--- src/rtl/ebc_pkg.sv ---
// Package: constants for the earth blanking angle counter
`default_nettype none
package ebc_pkg;
	localparam int          CNT_W        = 9;
	localparam logic [8:0]  CNT_ZERO     = 9'h000;
	localparam logic [8:0]  CNT_ONE      = 9'h001;
	localparam logic [8:0]  REV_COUNT    = 9'h168; // 360 pulses per revolution
	localparam logic [8:0]  COARSE_ANGLE = 9'h0c8; // 200 degrees
	localparam logic [8:0]  FINE_ANGLE   = 9'h14a; // 330 degrees
	typedef enum logic {EBC_FINE, EBC_COARSE} ebc_gain_t;
endpackage : ebc_pkg
`default_nettype wire

--- src/rtl/ebc_blanking_counter.sv ---
// Earth blanking angle counter: degree count, decodes and sensor masking
// Notes on behaviour
// - Velocity pulses are counted in a nine-bit counter that can hold up to 511.
// - Each counted velocity pulse stands for one degree, 360 per revolution.
// - The count returns to zero on the 360th pulse or a sky-to-earth horizon pulse.
// - Two decodes flag when the count reaches 200 and when it reaches 330.
// - In fine gain mode all threshold outputs are masked over counts 0 to 329.
// - In coarse gain mode threshold outputs are masked only over counts 0 to 199.
// - The 330 deblanking pulse is still produced in coarse mode as a backup.
// - Ground-commanded selects route either pitch sensor into either loop.
// - In fine mode the 200 decode also gives a backup reset to the error latches.
`timescale 1ns/1ps
`default_nettype none
module ebc_blanking_counter
#(
	parameter int NUM_LOOPS = 2
)
(
	// Clock and reset
	input  wire logic                 mclk,
	input  wire logic                 rst_n,
	// Encoder and horizon pulses
	input  wire logic                 velPulse,
	input  wire logic                 horizonPulse,
	// Gain mode, 1 = coarse
	input  wire logic                 coarseMode,
	// Sensor routing, one bit per loop, and one threshold bit per sensor
	input  wire logic [NUM_LOOPS-1:0] sensorSel,
	input  wire logic                 sensorAThresh,
	input  wire logic                 sensorBThresh,
	// Results
	output var  logic [8:0]           angleCount,
	output var  logic                 decode200,
	output var  logic                 decode330,
	output var  logic                 blankActive,
	output var  logic [NUM_LOOPS-1:0] loopHorizon,
	output var  logic                 pwmBackupReset
);
	logic                 velRise;
	logic                 horRise;
	logic [8:0]           count_reg;
	logic [8:0]           count_next;
	logic [8:0]           countInc;
	logic                 hit200;
	logic                 hit330;
	logic                 blank_next;
	logic [NUM_LOOPS-1:0] loop_next;
	logic                 backup_next;

	ebc_edge_detect u_vel
	(
		.mclk  (mclk),
		.rst_n (rst_n),
		.level (velPulse),
		.rise  (velRise)
	);

	ebc_edge_detect u_hor
	(
		.mclk  (mclk),
		.rst_n (rst_n),
		.level (horizonPulse),
		.rise  (horRise)
	);

	assign countInc = count_reg + ebc_pkg::CNT_ONE;
	// Horizon reset first so a coincident pulse never leaks one degree
	assign count_next = horRise ? ebc_pkg::CNT_ZERO :
		(!velRise) ? count_reg :
		(countInc == ebc_pkg::REV_COUNT) ? ebc_pkg::CNT_ZERO : countInc;
	assign hit200 = (count_next == ebc_pkg::COARSE_ANGLE);
	assign hit330 = (count_next == ebc_pkg::FINE_ANGLE);
	// Mask window based on the new count so outputs stay in step with angleCount
	assign blank_next = coarseMode ? (count_next < ebc_pkg::COARSE_ANGLE)
		: (count_next < ebc_pkg::FINE_ANGLE);
	assign backup_next = hit200 && velRise && !coarseMode;

	genvar g;
	generate
		for (g = 0; g < NUM_LOOPS; g++)
		begin : g_loop
			assign loop_next[g] = ~blank_next &
				(sensorSel[g] ? sensorBThresh : sensorAThresh);
		end
	endgenerate

	always_ff @(posedge mclk or negedge rst_n)
	begin
		if (!rst_n)
		begin
			count_reg      <= ebc_pkg::CNT_ZERO;
			decode200      <= 1'b0;
			decode330      <= 1'b0;
			blankActive    <= 1'b1;
			loopHorizon    <= '0;
			pwmBackupReset <= 1'b0;
		end
		else
		begin
			count_reg      <= count_next;
			decode200      <= hit200 && velRise;
			decode330      <= hit330 && velRise;
			blankActive    <= blank_next;
			loopHorizon    <= loop_next;
			pwmBackupReset <= backup_next;
		end
	end

	assign angleCount = count_reg;

	// Counts one step short of the wrap and of each decode, used by the checks below
	logic [8:0] lastDeg;
	logic [8:0] pre200;
	logic [8:0] pre330;
	assign lastDeg = ebc_pkg::REV_COUNT - ebc_pkg::CNT_ONE;
	assign pre200  = ebc_pkg::COARSE_ANGLE - ebc_pkg::CNT_ONE;
	assign pre330  = ebc_pkg::FINE_ANGLE - ebc_pkg::CNT_ONE;

	property p_wrap;
		@(posedge mclk) disable iff (!rst_n)
		(velRise && !horRise && count_reg == lastDeg) |=> count_reg == ebc_pkg::CNT_ZERO;
	endproperty
	a_wrap: assert property (p_wrap) else $error("count did not wrap at 360");

	property p_horizon;
		@(posedge mclk) disable iff (!rst_n)
		horRise |=> count_reg == ebc_pkg::CNT_ZERO;
	endproperty
	a_horizon: assert property (p_horizon) else $error("horizon did not clear count");

	property p_step;
		@(posedge mclk) disable iff (!rst_n)
		(velRise && !horRise && count_reg < lastDeg)
			|=> count_reg == $past(count_reg) + ebc_pkg::CNT_ONE;
	endproperty
	a_step: assert property (p_step) else $error("count did not step by one");

	property p_hold;
		@(posedge mclk) disable iff (!rst_n)
		(!velRise && !horRise) |=> $stable(count_reg);
	endproperty
	a_hold: assert property (p_hold) else $error("count moved without a pulse");

	property p_range;
		@(posedge mclk) disable iff (!rst_n)
		count_reg < ebc_pkg::REV_COUNT;
	endproperty
	a_range: assert property (p_range) else $error("count beyond one revolution");

	property p_dec330;
		@(posedge mclk) disable iff (!rst_n)
		decode330 |-> count_reg == ebc_pkg::FINE_ANGLE;
	endproperty
	a_dec330: assert property (p_dec330) else $error("330 decode at wrong count");

	property p_dec200;
		@(posedge mclk) disable iff (!rst_n)
		decode200 |-> count_reg == ebc_pkg::COARSE_ANGLE;
	endproperty
	a_dec200: assert property (p_dec200) else $error("200 decode at wrong count");

	property p_fine;
		@(posedge mclk) disable iff (!rst_n)
		!$past(coarseMode) |-> blankActive == (count_reg < ebc_pkg::FINE_ANGLE);
	endproperty
	a_fine: assert property (p_fine) else $error("fine mask window wrong");

	property p_coarse;
		@(posedge mclk) disable iff (!rst_n)
		$past(coarseMode) |-> blankActive == (count_reg < ebc_pkg::COARSE_ANGLE);
	endproperty
	a_coarse: assert property (p_coarse) else $error("coarse mask window wrong");

	property p_mask;
		@(posedge mclk) disable iff (!rst_n)
		blankActive |-> loopHorizon == '0;
	endproperty
	a_mask: assert property (p_mask) else $error("threshold passed while masked");

	property p_backup;
		@(posedge mclk) disable iff (!rst_n)
		pwmBackupReset |-> decode200 && !$past(coarseMode);
	endproperty
	a_backup: assert property (p_backup) else $error("backup reset outside fine 200");

	// Each decode must fire on the very edge that lands on its count
	property p_set200;
		@(posedge mclk) disable iff (!rst_n)
		(velRise && !horRise && count_reg == pre200) |=> decode200;
	endproperty
	a_set200: assert property (p_set200) else $error("200 decode missed");

	property p_set330;
		@(posedge mclk) disable iff (!rst_n)
		(velRise && !horRise && count_reg == pre330) |=> decode330;
	endproperty
	a_set330: assert property (p_set330) else $error("330 decode missed");

	property p_backup_set;
		@(posedge mclk) disable iff (!rst_n)
		(velRise && !horRise && !coarseMode && count_reg == pre200) |=> pwmBackupReset;
	endproperty
	a_backup_set: assert property (p_backup_set) else $error("backup reset missed");

	property p_pulse330;
		@(posedge mclk) disable iff (!rst_n)
		decode330 |=> !decode330;
	endproperty
	a_pulse330: assert property (p_pulse330) else $error("330 decode held too long");

	generate
		for (g = 0; g < NUM_LOOPS; g++)
		begin : g_route_chk
			property p_route;
				@(posedge mclk) disable iff (!rst_n)
				!blankActive |-> loopHorizon[g] ==
					($past(sensorSel[g]) ? $past(sensorBThresh) : $past(sensorAThresh));
			endproperty
			a_route: assert property (p_route) else $error("loop not fed by its sensor");
		end
	endgenerate

	c_wrap:   cover property (@(posedge mclk) disable iff (!rst_n)
		velRise && count_reg == lastDeg);
	c_hor:    cover property (@(posedge mclk) disable iff (!rst_n)
		horRise && count_reg > ebc_pkg::COARSE_ANGLE);
	c_coarse: cover property (@(posedge mclk) disable iff (!rst_n)
		decode330 && $past(coarseMode));
	c_pass:   cover property (@(posedge mclk) disable iff (!rst_n) loopHorizon != '0);
	c_clash:  cover property (@(posedge mclk) disable iff (!rst_n) velRise && horRise);
endmodule // ebc_blanking_counter
`default_nettype wire

--- src/rtl/ebc_edge_detect.sv ---
// Rising edge detector for synchronous pulse inputs
`timescale 1ns/1ps
`default_nettype none
module ebc_edge_detect
(
	// Clock and reset
	input  wire logic mclk,
	input  wire logic rst_n,
	// Level in, pulse out
	input  wire logic level,
	output var  logic rise
);
	logic levelReg;

	always_ff @(posedge mclk or negedge rst_n)
	begin
		if (!rst_n)
			levelReg <= 1'b0;
		else
			levelReg <= level;
	end

	assign rise = level & ~levelReg;
endmodule // ebc_edge_detect
`default_nettype wire

--- config.mk ---
export PLATFORM = sky130hd
export DESIGN_NAME = ebc_blanking_counter
export DESIGN_NICKNAME = d
export VERILOG_FILES = /design/src/rtl/ebc_pkg.sv /design/src/rtl/ebc_blanking_counter.sv /design/src/rtl/ebc_edge_detect.sv
export SDC_FILE = /design/constraint.sdc
export NUM_CORES = 1
export LEC_CHECK = 0
export ABC_AREA = 1
export BUFFER_PORTS_ARGS = -buffer_cell sky130_fd_sc_hd__buf_2
export CORE_UTILIZATION = 40
export CTS_CLUSTER_SIZE = 14
export DETAILED_ROUTE_END_ITERATION = 8
export MAX_ROUTING_LAYER = met4
export SLEW_MARGIN = 20
export SYNTH_ARGS = -nofsm -noshare
export SYNTH_HDL_FRONTEND = slang
export SYNTH_SLANG_ARGS = --single-unit
--- constraint.sdc ---
create_clock -name mclk -period 1.8 [get_ports mclk]
set_input_delay 0.36 -clock mclk [delete_from_list [all_inputs] [get_ports mclk]]
set_output_delay 0.36 -clock mclk [all_outputs]
set_load 0.05 [all_outputs]
# Word level (Yosys, flattened, before mapping)
# Cells that the tools add are included.
# Widths: inputs -> output; s select.
[op_classes]
add_sub_neg = 1
magnitude_cmp = 2
n_eq_ne = 3
n_mux = 6
bitwise = 7
n_reduce_logical = 4
[ops]
columns = ["cell", "n"]
rows = [
  ["$mux 9", 3],
  ["$eq 9x9->1 const B", 2],
  ["$add 9x1->9 const B", 1],
  ["$eq 9x8->1 const B", 1],
  ["$lt 9x8->1 const B", 1],
  ["$lt 9x9->1 const B", 1],
  ["$and 1x1->1", 4],
  ["$logic_and 1x1->1", 3],
  ["$mux 1", 3],
  ["$not 1->1", 3],
  ["$logic_not 1->1", 1],
]
[word_totals]
reg_bits = 17
output_inout_bits = 15

# Depth between registers and ports, before layout
# Gate-level depths: netlist (run 1).
[logic_depth]
ltp_word = 9
ltp_mapped = 16

# Modules after synthesis
# From an unflattened synthesis (run 1), not the netlist that was laid out.
[hier_totals]
hier_cells = 145
hier_area_um2 = 1067.3
[by_module_without_submodules]
columns = ["mod", "instances", "cells_each", "area_each_um2"]
rows = [
  ["ebc_blanking_counter", 1, 139, 997.2],
  ["ebc_edge_detect", 2, 3, 35.0],
]

# Worst setup path before layout (run 1)
# No wires, ideal clock.
[synth_path]
kind = "register to register"
from = "register count_reg[1], in the netlist angleCount[1]"
to = "register pwmBackupReset"
setup_time_ns = 0.072
arrival_time_ns = 2.152
required_ns = 1.728
path_slack_ns = -0.424
path_stages_with_launch = 13
n_path_buf = 0
cell_sequence = "dfrtp_1 ha_1 nand3_1 o21ai_1 nand2_1 nor2_4 nand3_2 nand2_1 a21oi_2 or2_1 nor2_1 nand3b_1 nor2_1"
[synth_between]
elab_chain_cells = 8
[synth_lines]
columns = ["item", "line_no", "rtl"]
rows = [
  ["start: declaration", "ebc_blanking_counter.sv:41", "logic [8:0] count_reg;"],
  ["start signal: assignment", "ebc_blanking_counter.sv:91", "count_reg <= ebc_pkg::CNT_ZERO;"],
  ["start signal: assignment", "ebc_blanking_counter.sv:100", "count_reg <= count_next;"],
  ["$add 9x1->9", "ebc_blanking_counter.sv:66", "assign countInc = count_reg + ebc_pkg::CNT_ONE;"],
  ["$eq 9x9->1", "ebc_blanking_counter.sv:70", "(countInc == ebc_pkg::REV_COUNT) ? ebc_pkg::CNT_ZERO : countInc;"],
  ["$mux 9", "ebc_blanking_counter.sv:70", ""],
  ["$mux 9", "ebc_blanking_counter.sv:69", "(!velRise) ? count_reg :"],
  ["$mux 9", "ebc_blanking_counter.sv:68", "assign count_next = horRise ? ebc_pkg::CNT_ZERO :"],
  ["via count_next[0]", "ebc_blanking_counter.sv:42", "logic [8:0] count_next;"],
  ["$eq 9x8->1", "ebc_blanking_counter.sv:71", "assign hit200 = (count_next == ebc_pkg::COARSE_ANGLE);"],
  ["$logic_and 1x1->1 (2 in series)", "ebc_blanking_counter.sv:76", "assign backup_next = hit200 && velRise && !coarseMode;"],
  ["via backup_next", "ebc_blanking_counter.sv:48", "logic backup_next;"],
  ["end signal: assignment", "ebc_blanking_counter.sv:105", "pwmBackupReset <= backup_next;"],
  ["end: declaration", "ebc_blanking_counter.sv:37", "output var logic pwmBackupReset"],
]
# The timed path passes the listed nets, and every way through them passes these cells.

# Worst setup path in the final report (run 1)
[layout_path]
from = "register count_reg[0], in the netlist angleCount[0]"
to = "register loopHorizon[0]"
[layout_between]
elab_chain_cells = 9
elab_cells_between_ends = 10
[layout_lines]
columns = ["item", "line_no", "rtl"]
rows = [
  ["$add 9x1->9 *", "ebc_blanking_counter.sv:66", ""],
  ["$eq 9x9->1", "ebc_blanking_counter.sv:70", ""],
  ["$mux 9 *", "ebc_blanking_counter.sv:70", ""],
  ["$mux 9 *", "ebc_blanking_counter.sv:69", ""],
  ["$mux 9 *", "ebc_blanking_counter.sv:68", ""],
  ["via count_next[5]", "ebc_blanking_counter.sv:42", ""],
  ["$lt 9x9->1 or $lt 9x8->1 (tied branches)", "ebc_blanking_counter.sv:75, ebc_blanking_counter.sv:74", ""],
  ["$mux 1 *", "ebc_blanking_counter.sv:74", "assign blank_next = coarseMode ? (count_next < ebc_pkg::COARSE_ANGLE)"],
  ["via blank_next", "ebc_blanking_counter.sv:46", "logic blank_next;"],
  ["$not 1->1 *", "ebc_blanking_counter.sv:82", "assign loop_next[g] = ~blank_next &"],
  ["$and 1x1->1 *", "ebc_blanking_counter.sv:82", ""],
  ["via loop_next[0]", "ebc_blanking_counter.sv:47", "logic [NUM_LOOPS-1:0] loop_next;"],
  ["end signal: assignment", "ebc_blanking_counter.sv:104", "loopHorizon <= loop_next;"],
  ["end: declaration", "ebc_blanking_counter.sv:36", "output var logic [NUM_LOOPS-1:0] loopHorizon,"],
]
# Mark *: on every way through the listed nets, which the timed path passes. The rest lies on a longest branch.

==> results.toml, run 1 <==
[outcome]
status = "finished with violations"
violations = "setup timing"

[route]
routed.top_layer = "met4"
route.detailed.drc = 0
wl_met2_mm = 1.29
wl_met1_mm = 1.19
route.met3.wl_um = 83
wl_per_cell_um = 11.8
antenna_left = 0
finalWirelength_mm = 2.60
vias = 1053
firstDrtPassIters = 4
viasPerCell = 4.79
drt_iter0_markers = 22

[global_route]
antenna_found_initial = 0
grt.total_usage_pct = 21.7
grt_pass1_vias = 1009
grt_pass1_wl_mm = 4.33
grt_start_max_net_pins = 18
grt_overflow = 0

[yosys]
ys_ff_latch = 17
synth.avg_cell_area_um2 = 7.52
syn_nets = 147
syn-instance-count = 137
async_reset_ff_share_pct = 100
synth_area_mm2 = 0.00103
synth_top_area_share_pct = 38.9
yosysSeqAreaShare_pct = 41.4
ys_types = 25
synth-edff-count = 0
synth_top_area_cell = "dfrtp_1"
yosysMostFrequentCell = "nand2_1"
synthFlopType = "dfrtp_1"
synthTopCellsByArea = "dfrtp_1 (39%), nand2_1 (11%), inv_1 (8.0%), nand2_2 (5.5%), nand3_1 (4.4%)"
synth_commonest_cells = "nand2_1 (31), inv_1 (22), dfrtp_1 (16), nor2_1 (11)"
yosys_warnings = 0

[finish]
n_fill_cell = 234
drive_above_1_share_pct = 47.9
instances_no_fill = 220
finalInstanceArea_mm2 = 0.00149
finalNetCount = 201
area_growth_pct = 44.2
fin_util_pct = 60.5
diodes = 0

[clock_network]
clk_pin_slew_ns = 0.10
cts_max_level = 1
clk_latency_ns = 0.29
clock-root-buffer = "clkbuf_4"
clock_sinks = 17
cts_max_path_buffers = 2
cts_tree = "built"
cts_buffers = 3

[hold_path]
worstHoldPathType = "in -> reg"

[die]
die_h_um = 52.7
initial_core_util_pct = 41.9
io_pins = 24
die_w_um = 52.7
fp-row-count = 18
core_area_mm2 = 0.00245
die_area_mm2 = 0.00278

[timing]
setup_ws_ns = -0.174
grt_setup_unrepaired = "yes"
tns_ns = -0.770
final_hold_viol_count = 0
fin_hold_ws_ns = 0.181
fin_crit_ns = 1.97
clock_skew_ns = 0.00826
slew-limit-headroom_pct = 73.7
final.period_utilization_pct = 110
worstMarginPinSlew_ns = 0.395
setup_violations = 6
final_max_slew_viol_count = 0
fmax_mhz = 507

[pwr]
total_power_mw = 1.18
p_switching_uw = 478
combPwrFrac_pct = 43.1
sequentialPowerShare_pct = 39.5
clkPwrFrac_pct = 17.4
peakVddDrop_v = 0.000667
swShare_pct = 40.7
internal_power_uw = 698
p_leak_nw = 0.758
p_per_area_mw_per_mm2 = 792

[setup_path]
cp.arrival_ns = 2.20
cp.required_ns = 2.02
endpoint_kind = "flop"
critPathKind = "reg -> reg"
critPathMaxFanout = 4
cp-start-kind = "flop"

[place]
placed_cell_area_mm2 = 0.00137
dp_hpwl_mm = 1.97
dp_cells = 212
post-place-ws_ns = -0.154
place.gp.congestion = 0.870
placement.io_buffers = 23

[flow_run]
cap_viol_max_count = 0
[critical path, stage by stage (launching register included)]
cell and delay, ns:
dfrtp_2 0.43, ha_4 0.17, nand2_2 0.06, inv_2 0.08, nand2_2 0.06, o21ai_1 0.12
nand2_1 0.12, nand3_4 0.12, nand2_2 0.07, buf_6 0.12, a21oi_4 0.14, nand2_1 0.08
nand2_2 0.06, nand2_2 0.05, nand3_2 0.08, nand2_2 0.06, nor2_1 0.10
[power groups by stage]
stage	clock network, mW	logic [mW]	registers, mW
global placement	0	0.468	0.468
finish	0.205	0.507	0.464
detailed placement	0	0.472	0.471
floorplan	0	0.169	0.589
global route	0.227	0.549	0.469
CTS	0.214	0.491	0.464
[what timing repair did]
item                       in CTS  in global routing
resized for setup               4                  9
hold endpoints to repair       16                  0
setup endpoints to repair       6                  7
hold buffers                    1                  0
buffers inserted                3                  0
pin swaps                       3                  7
cloned                          0                  0
[kinds of logic after synthesis]
logic type	synth area share, %
adders and majority gates	1.21
and+or+nand+nor	37.5
buffers and inverters	9.48
DFF	41.4
AOI/OAI and AO/OA	10.3
[worst paths after layout]
path | startpoint | end | slack, ns | depth (start not counted)
worst max register to register | angleCount[0] | loopHorizon[0] | -0.17 | 16
worst min-delay path | horizonPulse | u_hor.levelReg | 0.18 | 1
min in group asynchronous | rst_n | angleCount[4] | 0.51 | 2
worst max-delay path | angleCount[0] | loopHorizon[0] | -0.17 | 16
worst min register to register | angleCount[8] | angleCount[8] | 0.69 | 2
max in group asynchronous | rst_n | blankActive | 0.96 | 2
[state kept, by name (all words and copies together), names as in the netlist]
name and count:
angleCount 9, blankActive 1, decode200 1, decode330 1
loopHorizon 2, pwmBackupReset 1, u_hor.levelReg 1, u_vel.levelReg 1
[layer usage]
metal	GRT usage (%)	vias to the layer above
met5	-	-
met4	5.26	0
met3	2.03	5
met2	36.9	21
met1	27.7	485
li1	-	542
[cells in the final DEF (no fill, tap or decap)]
master,synthesis,layout
buf_4,1,25
nand2_1,31,24
buf_2,0,23
inv_1,22,22
nand2_2,9,16
nor2_1,11,11
dfrtp_1,16,9
nand3_1,9,7
dfrtp_2,0,7
o21ai_0,5,5
a21oi_1,5,5
nand4_1,4,4
nand3_2,3,4
o21ai_1,3,3
nor2_4,2,3
clkbuf_4,0,3
nor3_1,2,2
a21oi_4,1,2
nand3b_1,2,2
inv_2,1,1
o21a_1,1,1
clkinv_1,1,1
nand3_4,0,1
a21oi_2,2,1
nor2_2,2,1
or2_1,1,1
nor4_2,0,1
ha_4,0,1
dfstp_2,1,1
clkbuf_1,0,1
dlygate4sd3_1,0,1
buf_6,0,1
[area by class of cell]
cell class                      instances  area [µm²]  area share [%]
Multi-Input combinational cell         95         572            38.5
Sequential cell                        17         435            29.3
Timing Repair Buffer                   50         324            21.8
Inverter                               24        90.1            6.07
Tap cell                               30        37.5            2.53
Clock buffer                            4        26.3            1.77
Note: power is estimated with default switching activity, not from simulation.
==> inputs of run 2 (changes only) <==
--- a/config.mk
+++ b/config.mk
@@ -5,12 +5,12 @@
 export SDC_FILE = /design/constraint.sdc
 export NUM_CORES = 1
 export LEC_CHECK = 0
-export ABC_AREA = 1
 export BUFFER_PORTS_ARGS = -buffer_cell sky130_fd_sc_hd__buf_2
 export CORE_UTILIZATION = 40
-export CTS_CLUSTER_SIZE = 14
+export CTS_CLUSTER_SIZE = 25
 export DETAILED_ROUTE_END_ITERATION = 8
 export MAX_ROUTING_LAYER = met4
+export PLACE_DENSITY = 0.74
 export SLEW_MARGIN = 20
 export SYNTH_ARGS = -nofsm -noshare
 export SYNTH_HDL_FRONTEND = slang
==> run 2 against run 1 <==
Net effect:
- the run still ends with setup timing left
- clock power about the same
- flip-flop and latch count stayed put
- die area is 7.8% higher
- first-iteration DRC count grew to 3.0 times the previous value
- critical path depth decreased by 8
- register-to-register slack got worse by 0.16 ns
- clock-buffer cell count is the same
- hold slack better by 0.072 ns
- synthesized area up 8.1%
- maximum frequency down 7.3%
==> results.toml, run 2 <==
[pwr]
internal_power_uw = 588
sequentialPowerShare_pct = 48.3
p_per_area_mw_per_mm2 = 492
p_switching_uw = 276
swShare_pct = 31.9
combPwrFrac_pct = 27.6
clkPwrFrac_pct = 24.1
peakVddDrop_v = 0.000522
p_leak_nw = 0.853

[setup_path]
slowest_stage = "or4_4"
reg2reg_depth = 8
cp_top_family = "simple AND/OR/NAND/NOR gates"
path_cells = "ha_4 -> nand4b_4 -> or4_4 -> a31o_1 -> a31oi_2 -> a211o_1 -> inv_2 -> or2_1"
critPathKind = "reg -> reg"
cp.arrival_ns = 2.36
reg2reg_to = "blankActive"
endpoint_kind = "flop"
rrSetupSlack_ns = -0.33
rr_startpoint = "angleCount[1]"
critPathMaxFanout = 4
cp.required_ns = 2.03
path_buf_inv = 1
worst_path_largest_cell_delay_ns = 0.49
cp-start-kind = "flop"

[route]
antenna_left = 0
finalWirelength_mm = 3.62
route.detailed.drc = 0
viasPerCell = 5.73
firstDrtPassIters = 4
vias = 1277
wl_per_cell_um = 16.2
drt_iter0_markers = 66

[clock_network]
cts_max_path_buffers = 2
clk_pin_slew_ns = 0.10
cts_buffers = 3
clock_sinks = 17
clock-root-buffer = "clkbuf_4"
cts_tree = "built"
clk_latency_ns = 0.29
cts_max_level = 1

[yosys]
syn-instance-count = 121
synthTopCellsByArea = "dfrtp_1 (36%), nor3_1 (3.6%), xor2_1 (3.1%), nand2_1 (3.0%), nor2_1 (3.0%)"
synth_top_area_share_pct = 36.0
async_reset_ff_share_pct = 100
synth-edff-count = 0
synth_commonest_cells = "dfrtp_1 (16), nand2_1 (9), nor2_1 (9), nor3_1 (8), a21oi_1 (6)"
synthFlopType = "dfrtp_1"
yosysMostFrequentCell = "dfrtp_1"
synth.avg_cell_area_um2 = 9.20
yosysSeqAreaShare_pct = 38.3
ys_types = 50
yosys_warnings = 0
syn_nets = 131
synth_area_mm2 = 0.00111
synth_top_area_cell = "dfrtp_1"
ys_ff_latch = 17

[hold_path]
min_path_cells = 1
min_from = "velPulse"
hold-path-endpoint = "u_vel.levelReg"
worstHoldPathType = "in -> reg"

[timing]
fin_crit_ns = 2.13
worstMarginPinSlew_ns = 0.471
final_max_slew_viol_count = 0
final.period_utilization_pct = 118
slew-limit-headroom_pct = 68.5
grt_setup_unrepaired = "yes"
clock_skew_ns = 0.00586
fmax_mhz = 470
setup_ws_ns = -0.330
final_hold_viol_count = 0
setup_violations = 8

[place]
post-place-ws_ns = -0.301
placement.io_buffers = 23
placed_cell_area_mm2 = 0.00162
place.gp.congestion = 0.995
dp_hpwl_mm = 2.76

[finish]
largest_reg_flops = 9
n_fill_cell = 200
finalInstanceArea_mm2 = 0.00175
area_growth_pct = 57.5
finalNetCount = 204
drive_above_1_share_pct = 55.4
diodes = 0
final_cell_mix = "buf_4 (48), buf_2 (23), dfrtp_1 (10), nand2_1 (9), nor2_1 (9)"
final_common_cell = "buf_4"
fin_util_pct = 68.9

[flow_run]
cap_viol_max_count = 0

[die]
core_area_mm2 = 0.00254
die_area_mm2 = 0.00300
initial_core_util_pct = 43.8
io_pins = 24
die_h_um = 54.8
fp-row-count = 18
die_w_um = 54.8

[global_route]
grt_pass1_vias = 1192
grt_overflow = 0
grt.total_usage_pct = 27.5
antenna_found_initial = 0
grt_start_max_net_pins = 18
grt_pass1_wl_mm = 5.55

[outcome]
violations = "setup timing"
status = "finished with violations"
## run 2: cell types whose count changed after synthesis, sizes merged, moves of 4 or more
cell | before | now
nand3 | 12 | 6
inv | 23 | 4
nand2 | 40 | 10
nor3 | 2 | 8
o21ai | 8 | 4
nor2 | 15 | 9
xor2 | 0 | 4
## run 2: cell families after synthesis
| family | count (synthesis) | share of synthesized area (%) |
|---|---|---|
| compound gates | 30 | 20.2 |
| xor+xnor | 7 | 5.51 |
| fa+ha+maj | 1 | 1.12 |
| buf+inv | 9 | 3.60 |
| flops | 17 | 38.3 |
| mux | 3 | 2.70 |
| simple gates | 54 | 28.5 |
## run 2: repair_timing
item                                   in CTS  in global routing
hold buffers                                1                  0
setup buffers                               2                  3
endpoints found under the hold margin      16                  0
gates resized for setup                     6                 10
pin swaps                                   2                  9
gates cloned                                0                  0
setup endpoints to repair                   8                 10
## run 2: layer usage
layer	track usage [%]	up-vias	part of all wire (%)
met4	8.12	0	1.2
met5	-	-	0
li1	-	595	-
met1	33.6	617	38
met3	3.89	7	7.4
met2	46.4	58	53
## run 2: final cells by class
class | instances | area, µm² | share of cell area, %
Inverter | 4 | 15.0 | 0.856
Sequential cell | 17 | 439 | 25.0
Multi-Input combinational cell | 95 | 739 | 42.2
Tap cell | 30 | 37.5 | 2.14
Clock buffer | 4 | 26.3 | 1.50
Timing Repair Buffer | 73 | 497 | 28.3
## run 2: stage by stage
stage / power, mW / hold slack, ns / TNS, ns / instances
final: 0.864 / 0.253 / -2.00 / 223
after global routing: 0.908 / 0.233 / -2.63 / 223
after CTS: 0.853 / 0.238 / -1.52 / 221
after detailed placement: 0.637 / 0.306 / -1.41 / 214
after global placement: 0.628 / 0.291 / -1.07 / 214
after floorplan: 0.545 / 0.0644 / -2.15 / 121
## run 2: worst max-delay path by stage
stage	end	startpoint	slack, ns	depth (start not counted)
2_1_floorplan	blankActive	angleCount[1]	-0.40	9
3_3_place_gp	blankActive	velPulse	-0.22	8
3_5_place_dp	blankActive	angleCount[1]	-0.30	8
4_1_cts	blankActive	angleCount[1]	-0.32	8
5_1_grt	loopHorizon[0]	angleCount[1]	-0.41	8
6_report	blankActive	angleCount[1]	-0.33	8
## run 2: power by group through the flow
stage               Clock [mW]  Combinational (mW)  Sequential (mW)
detailed placement           0               0.212            0.425
global route             0.233               0.256            0.419
global placement             0               0.204            0.424
CTS                      0.217               0.219            0.417
finish                   0.208               0.239            0.417
floorplan                    0              0.0811            0.464
==> inputs of run 3 (changes only) <==
--- a/config.mk
+++ b/config.mk
@@ -6,11 +6,12 @@
 export NUM_CORES = 1
 export LEC_CHECK = 0
 export BUFFER_PORTS_ARGS = -buffer_cell sky130_fd_sc_hd__buf_2
+export CORE_MARGIN = 8
 export CORE_UTILIZATION = 40
 export CTS_CLUSTER_SIZE = 25
 export DETAILED_ROUTE_END_ITERATION = 8
 export MAX_ROUTING_LAYER = met4
-export PLACE_DENSITY = 0.74
+export PLACE_DENSITY = 0.72
 export SLEW_MARGIN = 20
 export SYNTH_ARGS = -nofsm -noshare
 export SYNTH_HDL_FRONTEND = slang
==> constraint.sdc (replaced) <==
create_clock -name mclk -period 2.1 [get_ports mclk]
set_input_delay 0.42 -clock mclk [delete_from_list [all_inputs] [get_ports mclk]]
set_output_delay 0.42 -clock mclk [all_outputs]
set_load 0.05 [all_outputs]
==> run 3 against run 2 <==
Net effect:
- hold slack worse by 0.24 ns
- maximum frequency is 0.94% higher
- critical path depth unchanged
- clock power shrank 13%
- cell count fell by 12%
- critical path type unchanged
- the flow still finishes with violations (setup timing)
==> results.toml, run 3 (same netlist as run 2, synthesis figures left out) <==
[pwr]
p_leak_nw = 0.720
total_power_uw = 712
peakVddDrop_v = 0.000378
p_per_area_mw_per_mm2 = 465

[place]
dp_hpwl_mm = 2.43
place.gp.congestion = 1.04
dp_cells = 183
placement.io_buffers = 23

[flow_run]
cap_viol_max_count = 0

[clock_network]
clk_pin_slew_ns = 0.10
clock-root-buffer = "clkbuf_4"
cts_max_path_buffers = 2
cts_buffers = 3
cts_max_level = 1
cts_tree = "built"
clock_sinks = 17
clk_latency_ns = 0.30
hold_buffers = 0

[die]
die_area_mm2 = 0.00473
io_pins = 24
core_area_mm2 = 0.00271
die_w_um = 68.8
die_h_um = 68.8
initial_core_util_pct = 41.1
fp-row-count = 19

[finish]
largest_reg_flops = 9
n_fill_cell = 251
instances_no_fill = 197
final_cell_mix = "buf_2 (23), buf_4 (23), dfrtp_1 (11), nand2_1 (9), nor2_1 (9)"
finalNetCount = 177
drive_above_1_share_pct = 46.4
fin_util_pct = 56.5
area_growth_pct = 37.5
diodes = 0

[timing]
grt_setup_unrepaired = "yes"
clock_skew_ns = 0.00518
setup_ws_ns = -0.00986
final_hold_viol_count = 0
tns_ns = -0.0125
final.period_utilization_pct = 100
setup_violations = 2
slew-limit-headroom_pct = 73.8
fin_crit_ns = 2.11
fmax_mhz = 474
final_max_slew_viol_count = 0
worstMarginPinSlew_ns = 0.392

[outcome]
violations = "setup timing"
status = "finished with violations"

[setup_path]
cp-start-kind = "flop"
endpoint_kind = "flop"
critPathMaxFanout = 5
cp.arrival_ns = 2.34
critPathKind = "reg -> reg"
cp.required_ns = 2.33

[route]
drt_iter0_markers = 72
finalWirelength_mm = 3.23
route.detailed.drc = 0
viasPerCell = 5.68
vias = 1118
antenna_left = 0
route.met3.wl_um = 302
wl_per_cell_um = 16.4
wl_met2_mm = 1.45
firstDrtPassIters = 5
wl_met1_mm = 1.42
routed.top_layer = "met4"

[global_route]
grt_overflow = 0
grt_start_max_net_pins = 18
grt.total_usage_pct = 14.8
grt_pass1_wl_mm = 5.02
antenna_found_initial = 0
grt_pass1_vias = 1113

[hold_path]
worstHoldPathType = "in -> async"
==> run 3: changes by cell type in the layout (fill, tap and decap cells not counted), sizes merged <==
cell / delta
dlygate4sd3: -1
buf: -26
==> run 3: final timing paths <==
| path | to | cells past startpoint | slack (ns) | startpoint |
|---|---|---|---|---|
| setup / recovery | blankActive | 8 | -0.01 | angleCount[1] |
| hold / removal | angleCount[3] | 1 | 0.02 | rst_n |
| setup reg to reg | blankActive | 8 | -0.01 | angleCount[1] |
| hold reg to reg | angleCount[4] | 2 | 0.63 | u_hor.levelReg |
| max in group asynchronous | blankActive | 1 | 1.77 | rst_n |
| min in group mclk | u_hor.levelReg | 1 | 0.25 | horizonPulse |
==> run 3: metrics by stage <==
stage / area [µm²] / setup slack [ns] / hold slack [ns]
floorplan: 1160 / -0.0989 / 0.124
global placement: 1370 / 0.0445 / 0.364
detailed placement: 1370 / -0.0260 / 0.367
CTS: 1410 / 0.00704 / 0.0367
global route: 1530 / -0.0853 / 0.0454
finish: 1530 / -0.00986 / 0.0173
==> run 3: what timing repair did <==
item                                    4_1_cts  5_1_grt
buffers inserted                              0       10
pin swaps                                     1        4
resized for setup                             3        9
endpoints found under the setup margin        2        4
==> run 3: metal layers <==
| layer | vias to the layer above | GRT usage [%] |
|---|---|---|
| li1 | 537 | - |
| met1 | 527 | 17.5 |
| met2 | 49 | 21.6 |
| met3 | 5 | 4.52 |
| met4 | 0 | 8.77 |
| met5 | - | - |
==> run 3: area by class of cell <==
cell class	count	area (µm²)	share of cell area, %
multi-input combinational	95	726	47.4
sequential	17	438	28.6
timing repair buffer	46	288	18.8
tap	31	38.8	2.53
clock buffer	4	26.3	1.72
inverter	4	15.0	0.980
==> run 3: power breakdown <==
group	internal, mW	switching [mW]	total, mW	leakage, nW
registers	0.343	0.0126	0.355	0.213
logic	0.0653	0.111	0.177	0.492
clock network	0.0741	0.106	0.181	0.0150
==> run 3: critical path, stage by stage (launching register included) <==
cell and delay (ns):
dfrtp_4 0.46, ha_4 0.18, nand4b_4 0.11, or4_1 0.48
a31o_1 0.21, a31oi_2 0.16, a31oi_1 0.06, o21a_1 0.15
or2_1 0.21
